**src/inc/mtc_pkg.sv**
```systemverilog
// Package for the motor controller timer, event and register block.
// Assumes an APB slave with 32-bit data, one register per aligned word.
package mtc_pkg;
  // ----------------------------------------------------------------
  // Register byte offsets
  // ----------------------------------------------------------------
  localparam logic [7:0] OFF_TIMER_COUNT_HIGH = 8'h00;
  localparam logic [7:0] OFF_TIMER_COUNT_LOW = 8'h04;
  localparam logic [7:0] OFF_CAPTURE_PREVIOUS = 8'h08;
  localparam logic [7:0] OFF_CAPTURE_CURRENT = 8'h0c;
  localparam logic [7:0] OFF_NEXT_COMMUTATION = 8'h10;
  localparam logic [7:0] OFF_DEMAG_VALUE = 8'h14;
  localparam logic [7:0] OFF_MULTIPLIER_WEIGHT = 8'h18;
  localparam logic [7:0] OFF_PRESCALE_SAMPLING = 8'h1c;
  localparam logic [7:0] OFF_INTERRUPT_ENABLE = 8'h20;
  localparam logic [7:0] OFF_INTERRUPT_FLAGS = 8'h24;
  localparam logic [7:0] OFF_CONTROL = 8'h28;
  localparam logic [7:0] OFF_PWM_PRELOAD = 8'h2c;
  // ----------------------------------------------------------------
  // Interrupt bit positions (mask and flags share the layout except the ratio bits)
  // ----------------------------------------------------------------
  localparam int BIT_PWM_UPDATE = 7;
  localparam int BIT_SPEED_ERROR = 6;
  localparam int BIT_RATIO_UP = 6;
  localparam int BIT_RATIO_UPDATE = 5;
  localparam int BIT_RATIO_DOWN = 5;
  localparam int BIT_CURRENT_LIMIT = 4;
  localparam int BIT_ESTOP = 3;
  localparam int BIT_ZERO_CROSS = 2;
  localparam int BIT_DEMAG_END = 1;
  localparam int BIT_COMMUTATION = 0;
  // ----------------------------------------------------------------
  // Control register fields
  // ----------------------------------------------------------------
  localparam int CTL_CLOCK_ENABLE = 0;
  localparam int CTL_AUTOSWITCH = 1;
  localparam int CTL_SPEED_SENSOR = 2;
  localparam int CTL_CURRENT_VOLTAGE = 3;
  localparam int CTL_COMPARE_SOURCE = 4;
  localparam int CTL_HW_DEMAG = 5;
  localparam int CTL_SIM_DEMAG = 6;
  localparam int CTL_SW_CAPTURE = 7;
  localparam logic [7:0] RESET_BYTE = 8'h00;
  localparam logic [11:0] PWM_COUNT_ZERO = 12'h000;
  localparam logic [31:0] APB_READ_ZERO = 32'h00000000;
endpackage

```
**src/hw/mtc_timer_regs.sv**
```systemverilog
// Motor controller commutation timer, capture/compare and interrupt events.
// Assumes a synchronous APB master and synchronous event inputs on pclk.
//
// Summary of operation
// - Clock enable low holds the PWM counter at zero.
// - Setting clock enable starts counter and forces the PWM preload active.
// - That forced transfer also raises the PWM update event.
// - In wait the block runs on and enabled interrupts wake the CPU.
// - In halt the timer and events stop, bus access still works, and the block never wakes the CPU.
// - Events map to three vectors, gated by enable and global mask.
// - One ratio enable gates both ratio up and ratio down flags.
// - Enable mask bits: PWM update bit 7 down to commutation bit 0.
// - Current-limit event only counts in voltage mode.
// - Demag-end interrupt needs its mask and hardware or simulated demag.
// - Timer high reads the 8-bit counter; software read may capture it.
// - In speed mode timer low extends the timer to 16 bits.
// - Previous capture holds prior capture, or captured timer low byte.
// - Current capture read in speed mode blocks captures until previous read.
// - Next-commutation compare holds the timer value for next commutation.
// - Demag register is compare for simulated, capture for hardware demag.
// - In speed mode demag register against timer raises speed error.
// - Autoswitched zero-crossing loads compare with capture times weight / 256.
// - Prescaler upper nibble sets current mode sampling rate.
// - Prescaler lower nibble prescales timer; ratio events step it.
// - Autoswitched flags are set by hardware, cleared only by software.
//
// Our own choices: the APB interface to the registers and the register offsets.
`timescale 1ns/10ps
module mtc_timer_regs
  import mtc_pkg::*;
(
  input wire logic pclk, // APB clock, 250 MHz
  input wire logic presetn, // Asynchronous reset, active low
  input wire logic psel, // APB select
  input wire logic penable, // APB access phase
  input wire logic pwrite, // APB direction
  input wire logic [7:0] paddr, // APB byte address
  input wire logic [31:0] pwdata, // APB write data
  output logic [31:0] prdata, // APB read data
  output logic pready, // APB ready
  output logic pslverr, // APB error on unmapped address
  input wire logic cpu_global_mask, // CPU global interrupt mask, high masks
  input wire logic cpu_halt, // CPU in halt mode
  input wire logic pwm_period_end, // PWM counter period event
  input wire logic zero_cross_event, // Back-EMF zero-crossing detected
  input wire logic demag_end_event, // Hardware demag end detected
  input wire logic commutation_event, // Commutation or capture event
  input wire logic estop_event, // Emergency stop event
  input wire logic current_limit_event, // Current feedback reached limit
  input wire logic speed_capture_event, // Sensor edge for speed capture
  input wire logic ratio_up_event, // Timer overflow needing slower ratio
  input wire logic ratio_down_event, // Timer too fast needing faster ratio
  output logic [11:0] pwm_count, // Three-phase PWM counter
  output logic [7:0] pwm_active, // Active copy of PWM config
  output logic [7:0] commutation_prescale, // Step ratio nibble, zero extended
  output logic [3:0] current_mode_pick_rate, // Sampling ratio for current mode
  output logic commutation_match, // Timer reached next commutation compare
  output logic irq_vector_events, // Vector for ratio, speed, estop, current
  output logic irq_vector_commutation, // Vector for zero-cross, demag, commutation
  output logic irq_vector_pwm // Vector for PWM update
);
  // ----------------------------------------------------------------
  // State
  // ----------------------------------------------------------------
  typedef struct packed {
    logic [7:0] timer_count_high;
    logic [7:0] timer_count_low;
    logic [7:0] capture_previous;
    logic [7:0] capture_current;
    logic [7:0] next_commutation_compare;
    logic [7:0] demagnetization_value;
    logic [7:0] multiplier_weight;
    logic [7:0] prescale_and_sampling;
    logic [7:0] interrupt_enable_mask;
    logic [7:0] interrupt_flags;
    logic [7:0] control;
    logic [7:0] pwm_preload;
    logic [7:0] pwm_config;
    logic [3:0] prescale_count;
    logic [11:0] pwm_counter;
    logic capture_blocked;
    logic clock_enable_seen;
    logic [31:0] rdata;
    logic ready;
    logic slverr;
    logic match;
    logic irq_events;
    logic irq_commutation;
    logic irq_pwm;
  } state_t;

  state_t state;
  state_t next_state;

  logic setup;
  logic wr_acc;
  logic rd_acc;
  logic mapped;
  logic running;
  logic speed_mode;
  logic [15:0] product;
  logic [7:0] pending;
  logic [7:0] gated;

  // ----------------------------------------------------------------
  // Bus decode
  // ----------------------------------------------------------------
  // Answer in the first access cycle; the ready flop is set in setup, so it adds no wait
  assign setup = psel && !penable;
  assign mapped = (paddr <= OFF_PWM_PRELOAD) && (paddr[1:0] == 2'b00);
  assign wr_acc = psel && penable && pwrite && mapped;
  assign rd_acc = psel && penable && !pwrite && mapped;
  // Halt stops the counters and events; bus accesses still land
  assign running = state.control[CTL_CLOCK_ENABLE] && !cpu_halt;
  assign speed_mode = state.control[CTL_SPEED_SENSOR];
  // Zero-crossing compare reload source
  assign product = (state.control[CTL_COMPARE_SOURCE] ? state.capture_previous
                    : state.capture_current) * state.multiplier_weight;

  // ----------------------------------------------------------------
  // Next state
  // ----------------------------------------------------------------
  always_comb begin
    next_state = state;
    next_state.ready = 1'b0;
    next_state.slverr = 1'b0;
    next_state.match = 1'b0;
    // Bus answer prepared in setup, valid during access
    if (setup) begin
      next_state.ready = 1'b1;
      next_state.slverr = !mapped;
      case (paddr)
        OFF_TIMER_COUNT_HIGH: next_state.rdata = {24'h000000, state.timer_count_high};
        OFF_TIMER_COUNT_LOW: next_state.rdata = {24'h000000, state.timer_count_low};
        OFF_CAPTURE_PREVIOUS: next_state.rdata = {24'h000000, state.capture_previous};
        OFF_CAPTURE_CURRENT: next_state.rdata = {24'h000000, state.capture_current};
        OFF_NEXT_COMMUTATION: next_state.rdata = {24'h000000, state.next_commutation_compare};
        OFF_DEMAG_VALUE: next_state.rdata = {24'h000000, state.demagnetization_value};
        OFF_MULTIPLIER_WEIGHT: next_state.rdata = {24'h000000, state.multiplier_weight};
        OFF_PRESCALE_SAMPLING: next_state.rdata = {24'h000000, state.prescale_and_sampling};
        OFF_INTERRUPT_ENABLE: next_state.rdata = {24'h000000, state.interrupt_enable_mask};
        OFF_INTERRUPT_FLAGS: next_state.rdata = {24'h000000, state.interrupt_flags};
        OFF_CONTROL: next_state.rdata = {24'h000000, state.control};
        OFF_PWM_PRELOAD: next_state.rdata = {24'h000000, state.pwm_preload};
        default: next_state.rdata = APB_READ_ZERO;
      endcase
    end else if (psel && penable) begin
      next_state.ready = 1'b0;
    end
    // Software writes land even with clock disabled
    if (wr_acc) begin
      case (paddr)
        OFF_TIMER_COUNT_HIGH: next_state.timer_count_high = pwdata[7:0];
        OFF_TIMER_COUNT_LOW: next_state.timer_count_low = pwdata[7:0];
        OFF_CAPTURE_PREVIOUS: next_state.capture_previous = pwdata[7:0];
        OFF_CAPTURE_CURRENT: next_state.capture_current = pwdata[7:0];
        OFF_NEXT_COMMUTATION: next_state.next_commutation_compare = pwdata[7:0];
        OFF_DEMAG_VALUE: next_state.demagnetization_value = pwdata[7:0];
        OFF_MULTIPLIER_WEIGHT: next_state.multiplier_weight = pwdata[7:0];
        OFF_PRESCALE_SAMPLING: next_state.prescale_and_sampling = pwdata[7:0];
        OFF_INTERRUPT_ENABLE: next_state.interrupt_enable_mask = pwdata[7:0];
        // Write zero clears; writing one has no effect
        OFF_INTERRUPT_FLAGS: next_state.interrupt_flags =
          state.interrupt_flags & pwdata[7:0];
        OFF_CONTROL: next_state.control = pwdata[7:0];
        OFF_PWM_PRELOAD: next_state.pwm_preload = pwdata[7:0];
        default: next_state.control = next_state.control;
      endcase
    end
    // Software capture on timer read; current-capture read blocks
    if (rd_acc && speed_mode) begin
      if (paddr == OFF_TIMER_COUNT_HIGH && state.control[CTL_SW_CAPTURE]
          && !state.capture_blocked) begin
        next_state.capture_current = state.timer_count_high;
        next_state.capture_previous = state.timer_count_low;
      end
      if (paddr == OFF_CAPTURE_CURRENT)
        next_state.capture_blocked = 1'b1;
      if (paddr == OFF_CAPTURE_PREVIOUS)
        next_state.capture_blocked = 1'b0;
    end
    // PWM counter held at zero while the clock is off
    next_state.clock_enable_seen = state.control[CTL_CLOCK_ENABLE];
    if (!state.control[CTL_CLOCK_ENABLE]) begin
      next_state.pwm_counter = PWM_COUNT_ZERO;
    end else if (running) begin
      next_state.pwm_counter = 12'(state.pwm_counter + 12'h001);
    end
    // Enable edge forces preload transfer and a PWM update event
    if (state.control[CTL_CLOCK_ENABLE] && !state.clock_enable_seen) begin
      next_state.pwm_config = state.pwm_preload;
      next_state.interrupt_flags[BIT_PWM_UPDATE] = 1'b1;
    end
    if (running) begin
      if (pwm_period_end) begin
        next_state.pwm_config = state.pwm_preload;
        next_state.interrupt_flags[BIT_PWM_UPDATE] = 1'b1;
      end
      // Timer prescaled by the step ratio; 16 bits in speed mode
      if (state.prescale_count >= state.prescale_and_sampling[3:0]) begin
        next_state.prescale_count = 4'h0;
        if (speed_mode)
          {next_state.timer_count_high, next_state.timer_count_low} =
            16'({state.timer_count_high, state.timer_count_low} + 16'h0001);
        else
          next_state.timer_count_high = 8'(state.timer_count_high + 8'h01);
      end else begin
        next_state.prescale_count = 4'(state.prescale_count + 4'h1);
      end
      next_state.match = (state.timer_count_high == state.next_commutation_compare);
      // Speed error from demag register compare
      if (speed_mode && state.timer_count_high == state.demagnetization_value)
        next_state.interrupt_flags[BIT_SPEED_ERROR] = 1'b1;
      // Ratio events step the prescaler and set their own flags
      if (ratio_up_event) begin
        next_state.prescale_and_sampling[3:0] =
          4'(state.prescale_and_sampling[3:0] + 4'h1);
        next_state.interrupt_flags[BIT_RATIO_UP] = 1'b1;
      end else if (ratio_down_event) begin
        next_state.prescale_and_sampling[3:0] =
          4'(state.prescale_and_sampling[3:0] - 4'h1);
        next_state.interrupt_flags[BIT_RATIO_DOWN] = 1'b1;
      end
      if (speed_capture_event && speed_mode && !state.capture_blocked) begin
        next_state.capture_current = state.timer_count_high;
        next_state.capture_previous = state.timer_count_low;
      end
      if (zero_cross_event && !speed_mode) begin
        next_state.capture_previous = state.capture_current;
        next_state.capture_current = state.timer_count_high;
        next_state.interrupt_flags[BIT_ZERO_CROSS] = 1'b1;
        if (state.control[CTL_AUTOSWITCH])
          next_state.next_commutation_compare = product[15:8];
      end
      // Hardware demag captures the timer; simulated compares against it
      if (!speed_mode && state.control[CTL_HW_DEMAG] && demag_end_event) begin
        next_state.demagnetization_value = state.timer_count_high;
        next_state.interrupt_flags[BIT_DEMAG_END] = 1'b1;
      end
      if (!speed_mode && state.control[CTL_SIM_DEMAG]
          && state.timer_count_high == state.demagnetization_value)
        next_state.interrupt_flags[BIT_DEMAG_END] = 1'b1;
      if (commutation_event)
        next_state.interrupt_flags[BIT_COMMUTATION] = 1'b1;
      if (estop_event)
        next_state.interrupt_flags[BIT_ESTOP] = 1'b1;
      if (current_limit_event && !state.control[CTL_CURRENT_VOLTAGE])
        next_state.interrupt_flags[BIT_CURRENT_LIMIT] = 1'b1;
    end
    // Interrupt requests: enable and global mask, none in halt
    next_state.irq_pwm = gated[BIT_PWM_UPDATE] && !cpu_global_mask && !cpu_halt;
    next_state.irq_events = (|gated[6:3]) && !cpu_global_mask && !cpu_halt;
    next_state.irq_commutation = (|gated[2:0]) && !cpu_global_mask && !cpu_halt;
  end

  // Flag gating; bit 6 and 5 share the ratio enable, speed error uses bit 6 mask
  always_comb begin
    pending = state.interrupt_flags;
    gated = 8'h00;
    gated[BIT_PWM_UPDATE] = pending[BIT_PWM_UPDATE] && state.interrupt_enable_mask[7];
    gated[6] = (pending[BIT_RATIO_UP] || pending[BIT_RATIO_DOWN])
               && state.interrupt_enable_mask[BIT_RATIO_UPDATE];
    gated[5] = speed_mode && pending[BIT_SPEED_ERROR]
               && state.interrupt_enable_mask[BIT_SPEED_ERROR];
    gated[4] = pending[BIT_CURRENT_LIMIT] && state.interrupt_enable_mask[4]
               && !state.control[CTL_CURRENT_VOLTAGE];
    gated[3] = pending[BIT_ESTOP] && state.interrupt_enable_mask[3];
    gated[2] = pending[BIT_ZERO_CROSS] && state.interrupt_enable_mask[2];
    gated[1] = pending[BIT_DEMAG_END] && state.interrupt_enable_mask[1]
               && (state.control[CTL_HW_DEMAG] || state.control[CTL_SIM_DEMAG]);
    gated[0] = pending[BIT_COMMUTATION] && state.interrupt_enable_mask[0];
  end

  // ----------------------------------------------------------------
  // Registers
  // ----------------------------------------------------------------
  always_ff @(posedge pclk or negedge presetn) begin
    if (!presetn) begin
      state <= '0;
    end else begin
      state <= next_state;
    end
  end

  // Outputs straight from flops
  assign prdata = state.rdata;
  assign pready = state.ready;
  assign pslverr = state.slverr;
  assign pwm_count = state.pwm_counter;
  assign pwm_active = state.pwm_config;
  assign commutation_prescale = {4'h0, state.prescale_and_sampling[3:0]};
  assign current_mode_pick_rate = state.prescale_and_sampling[7:4];
  assign commutation_match = state.match;
  assign irq_vector_events = state.irq_events;
  assign irq_vector_commutation = state.irq_commutation;
  assign irq_vector_pwm = state.irq_pwm;
endmodule

```
**config.mk**
```make
export PLATFORM = sky130hd
export DESIGN_NAME = mtc_timer_regs
export DESIGN_NICKNAME = d
export VERILOG_FILES = /design/src/inc/mtc_pkg.sv /design/src/hw/mtc_timer_regs.sv
export SDC_FILE = /design/constraint.sdc
export NUM_CORES = 1
export LEC_CHECK = 0
export ABC_AREA = 1
export ABC_CLOCK_PERIOD_IN_PS = 5200
export BUFFER_PORTS_ARGS = -buffer_cell sky130_fd_sc_hd__buf_2
export CELL_PAD_IN_SITES_DETAIL_PLACEMENT = 0
export CELL_PAD_IN_SITES_GLOBAL_PLACEMENT = 1
export CORE_MARGIN = 1
export CORE_UTILIZATION = 44
export DETAILED_ROUTE_END_ITERATION = 16
export PLACE_DENSITY_LB_ADDON = 0.1
export SLEW_MARGIN = 20
export SYNTH_ARGS = -nofsm -noshare
export SYNTH_HDL_FRONTEND = slang
export SYNTH_SLANG_ARGS = --single-unit
```
**constraint.sdc**
```tcl
create_clock -name pclk -period 5.2 [get_ports pclk]
set_clock_uncertainty 0.05 [all_clocks]
set_input_delay 0.52 -clock pclk [delete_from_list [all_inputs] [get_ports pclk]]
set_output_delay 0.52 -clock pclk [all_outputs]
set_load 0.01 [all_outputs]
```
# Word-level counts from Yosys, hierarchy flattened
# Cells that the tools add are included.
# word_totals
reg_bits,160
out_inout_bits,70
wordCells,161
# classes
add_sub_neg,6
n_mul,1
order_cmp,2
eq_ne,14
n_mux,52
bitwise_logic,1
reduce_logical,60
# ops
op,count
2-to-1 mux 8 bit,20
2-to-1 mux 96 bit,1
one-hot mux 8 bit (12 select lines),1
2-to-1 mux 16 bit,4
2-to-1 mux 48 bit,1
logical AND 1 bit,38
2-to-1 mux 12 bit,3
== test 8 x 5 -> 1 bit (second input constant),4
== test 8 x 6 -> 1 bit (second input constant),4
2-to-1 mux 24 bit,1
2-to-1 mux 1 bit,17
adder 16 x 1 -> 16 bit (second input constant),1
== test 8 x 4 -> 1 bit (second input constant),2
== test 8 bit,2
multiplier 8 x 8 -> 16 bit,1
2-to-1 mux 4 bit,4
adder 12 x 1 -> 12 bit (second input constant),1
AND reduction 2 bit,6
zero test 1 bit,9
adder 4 x 1 -> 4 bit (second input constant),2
adder 8 x 1 -> 8 bit (second input constant),1
AND 8 bit,1
== test 8 x 3 -> 1 bit (second input constant),1
less-or-equal comparator 8 x 6 -> 1 bit (second input constant),1
9 further kinds,10

# Depth between registers and ports, before layout
# depth
word_depth,9
depth_mapped,26
mapped_depth_nobuf,25

# Worst setup path after synthesis
# No wires, ideal clock.
# synth_path
kind,flip-flop to flip-flop
start,reg state[76] (netlist name)
end,reg state[126] (netlist name)
setup_ns,0.119
t_arrival_ns,4.461
required_time_ns,5.031
slack_ns,0.570
path_stages_with_launch,21
path_buffers,2
period_less_slack_ns,4.630
path_cell_list,dfrtp_1 buf_2 clkbuf_1 o21ai_1 or2_2 fa_1 fa_1 inv_1 fa_1 inv_1 fa_1 inv_1 ha_1 a21oi_1 o21ai_0 inv_1 nor2_1 nor2_1 a21oi_1 nor2_1 nor2_1
# synth_lines
item,line,source
start: declaration,mtc_timer_regs.sv:92,state_t state;
start signal: assignment,mtc_timer_regs.sv:281,state <= next_state;

==> flow_metrics.py <==
metrics = {
    "run_status": {
        "status": "completed",
    },
    "floorplan": {
        "core_region_area_um2": 22700,
        "num_rows": 55,
        "io_pins": 126,
        "die_w_um": 154,
        "die_h_um": 154,
        "initial_core_util": 0.450,
        "dieArea_um2": 23900,
    },
    "cts": {
        "clk_root_buffer_cell": "clkbuf_16",
        "post_cts_resized": 0,
        "cts_setup_buffers": 0,
        "numCtsBuffers": 17,
        "cts.sinks": 136,
        "holdBufCountCts": 0,
        "htree_num_levels": 4,
        "cts_tree": "yes",
        "cts_buffer_depth": 2,
        "clk_latency_ns": 0.44,
        "path_clk_slew_ns": 0.07,
    },
    "detailed_routing": {
        "first_iter_violations": 687,
        "first_pass_iters": 5,
        "routedWlPerCell_um": 18.5,
        "vias_per_cell": 5.33,
        "drc_errors": 0,
        "vias": 9166,
        "ant_nets": 0,
        "drt-total-wl_um": 31800,
    },
    "placement": {
        "hpwl_um": 24000,
        "io_buffers": 73,
        "gp_congestion": 0.910,
    },
    "synthesis": {
        "synth_compound_area_frac": 0.141,
        "synth.most_common_cell": "nand2_1",
        "netlist.area_leader.share": 0.333,
        "syn_area_um2": 10200,
        "yosysSeqAreaShare": 0.333,
        "synth_mux_area_frac": 0,
        "yosys.area_share.simple": 0.262,
        "synth_top_family_by_area": "simple AND/OR/NAND/NOR gates",
        "ys.flop_type": "dfrtp_1",
        "synth_cell_types": 48,
        "synthAdderAreaFrac": 0.121,
        "netlist_top_cells_area": "dfrtp_1, nand2_1, inv_1",
        "yosys_warnings": 0,
        "synth_cells": 1379,
        "netlist_top_cells_count": "nand2_1, inv_1, dfrtp_1",
        "synthArstFlopShare": 1.00,
        "yosysTopAreaCell": "dfrtp_1",
        "yosys_register_bits": 136,
        "synth-xor-area-share": 0.00856,
        "synth_edf_count": 0,
        "avgSynthCellArea_um2": 7.42,
    },
    "global_route": {
        "grt_pass1_vias": 8759,
        "grt_use_total": 0.282,
        "grt_max_degree": 99,
        "grt.overflow.total": 0,
        "grt_pass1_wl_um": 50400,
        "antenna_found_initial": 1,
    },
    "final_layout": {
        "syn_to_final_growth_pct": 8.62,
        "seq_area_um2": 3400,
        "drive_gt1_frac": 0.123,
        "antenna_cells": 0,
        "fillers": 2355,
        "nNetsFinal": 1555,
        "multi_input_area_um2": 5550,
        "final_util": 0.489,
    },
    "setup_path": {
        "cp-start-kind": "register",
        "r2r_cells": 17,
        "cp_max_fo": 18,
        "crit_required_ns": 5.48,
        "r2r_start": "state[76]$_DFFE_PN0P_",
        "endpoint_kind": "register",
        "setup.worst_path.class": "register to register",
        "worstPathArrival_ns": 5.07,
        "r2r_end": "state[124]$_DFF_PN0_",
        "ff2ff_setup_slack_ns": 0.41,
    },
    "pwr": {
        "power_density_nw_per_um2": 217,
        "leakage_nw": 5.78,
        "irDropWorstVdd_mv": 0.181,
    },
    "sta": {
        "rsz0062_at_grt": "false",
        "setup-violations-final": 0,
        "tightestPinTransition_ns": 0.913,
        "slew_headroom": 0.391,
        "finalSetupTns_ns": 0,
        "fmax_ghz": 0.209,
        "slew_violations": 0,
        "finalHoldViolations": 0,
        "layout_worst_path_cycle_share": 0.921,
        "period_needed_ns": 4.79,
    },
    "min_path": {
        "hp-class": "input pin to asynchronous set/reset pin",
    },
    "run": {
        "maxCapViolations": 0,
    },
}
-- layout by cell type, fill, tap and decap left out, types with 3 or more instances in the layout --
cell	instances
inv_8	5
conb_1	28
nand3_1	82
nor2_4	5
nor2_2	4
a31oi_1	3
o21ai_1	19
nor2_1	127
or2_2	4
fa_1	35
inv_6	7
nor3_1	10
nand3b_1	3
dfrtp_1	135
a21oi_1	45
clkbuf_16	17
inv_1	188
ha_1	43
nand2_1	327
o22ai_1	43
nand2_2	11
xor2_1	8
nand4_1	14
o21ai_2	3
clkinv_1	4
nand2_4	5
o211ai_1	17
o21ai_0	115
buf_4	12
nand3_2	8
buf_2	72
inv_2	11
-- flip-flops by register name, indices dropped and copies added (netlist names) --
signal and count:
commutation_match 1, commutation_prescale 4, current_mode_pick_rate 4, irq_vector_commutation 1, irq_vector_events 1, irq_vector_pwm 1
next_state 1, pending 8, prdata 8, pready 1, pslverr 1, pwm_active 8
pwm_count 12, speed_mode 1, state 84
-- stage by stage --
step / total power, W / std cells / instance area, um^2 / setup slack [ns] / hold slack, ns
finish: 0.00241 / 1719 / 11100 / 0.412 / 0.108
global route: 0.00249 / 1719 / 11100 / 0.0572 / 0.179
CTS: 0.00243 / 1719 / 11100 / 0.251 / 0.160
floorplan: 0.00116 / 1406 / 10300 / 0.570 / 0.174
detailed placement: 0.00122 / 1687 / 10500 / 0.277 / 0.405
global placement: 0.00122 / 1687 / 10500 / 0.301 / 0.398
-- routing by layer --
| metal | GRT usage | share of wire | vias up | wire length [um] |
|---|---|---|---|---|
| met5 | 0 | 0 | - | 0 |
| met4 | 0.0919 | 0.023 | 0 | 745 |
| met3 | 0.0451 | 0.063 | 44 | 2010 |
| met2 | 0.449 | 0.46 | 298 | 14800 |
| met1 | 0.391 | 0.45 | 4356 | 14300 |
| li1 | - | - | 4468 | - |
-- kinds of logic (layout without fill, tap and decap cells) --
| kind of cell | after synthesis | in the layout |
|---|---|---|
| XOR/XNOR | 10 | 10 |
| other | 1 | 28 |
| AO/OA/AOI/OAI | 256 | 256 |
| AND/OR/NAND/NOR | 606 | 606 |
| flip-flops | 136 | 136 |
| buffers and inverters | 292 | 320 |
| adder cells (fa/ha/maj) | 78 | 78 |
-- critical path: stages, from the launching register on --
cell and delay [ns]:
dfrtp_2 0.52, nand2_1 0.11, o21ai_1 0.14, or2_2 0.33, fa_1 0.51, fa_1 0.50
inv_1 0.07, fa_1 0.53, inv_1 0.06, fa_1 0.55, inv_1 0.05, ha_1 0.33
a21oi_1 0.27, o21ai_0 0.16, a21oi_1 0.18, a21oi_1 0.09, nor2_1 0.16, nor2_1 0.06
-- how the worst max path moves through the flow --
stage / from / endpoint / cells after the start
6_report: state[76]$_DFFE_PN0P_ / state[124]$_DFF_PN0_ / 17
5_1_grt: state[76]$_DFFE_PN0P_ / state[124]$_DFF_PN0_ / 16
4_1_cts: state[76]$_DFFE_PN0P_ / state[124]$_DFF_PN0_ / 16
3_5_place_dp: state[76]$_DFFE_PN0P_ / state[124]$_DFF_PN0_ / 16
3_3_place_gp: state[76]$_DFFE_PN0P_ / state[124]$_DFF_PN0_ / 16
2_1_floorplan: state[76]$_DFFE_PN0P_ / state[126]$_DFF_PN0_ / 20
-- layout make-up --
type	instances	share of cell area
clock inverters	15	0.0133
multi-input cells	978	0.500
well taps	285	0.0321
clock buffers	17	0.0383
inverters	203	0.0686
flip-flops and latches	136	0.306
repair buffers	85	0.0416
-- report_power, final --
part | internal (W) | switching, W | total (W)
clock | 0.000640 | 0.000577 | 0.00122
sequential | 0.00106 | 0.00000431 | 0.00107
combinational | 0.0000257 | 0.000100 | 0.000126
total | 0.00173 | 0.000682 | 0.00241
(Power assumes the default switching activity.)
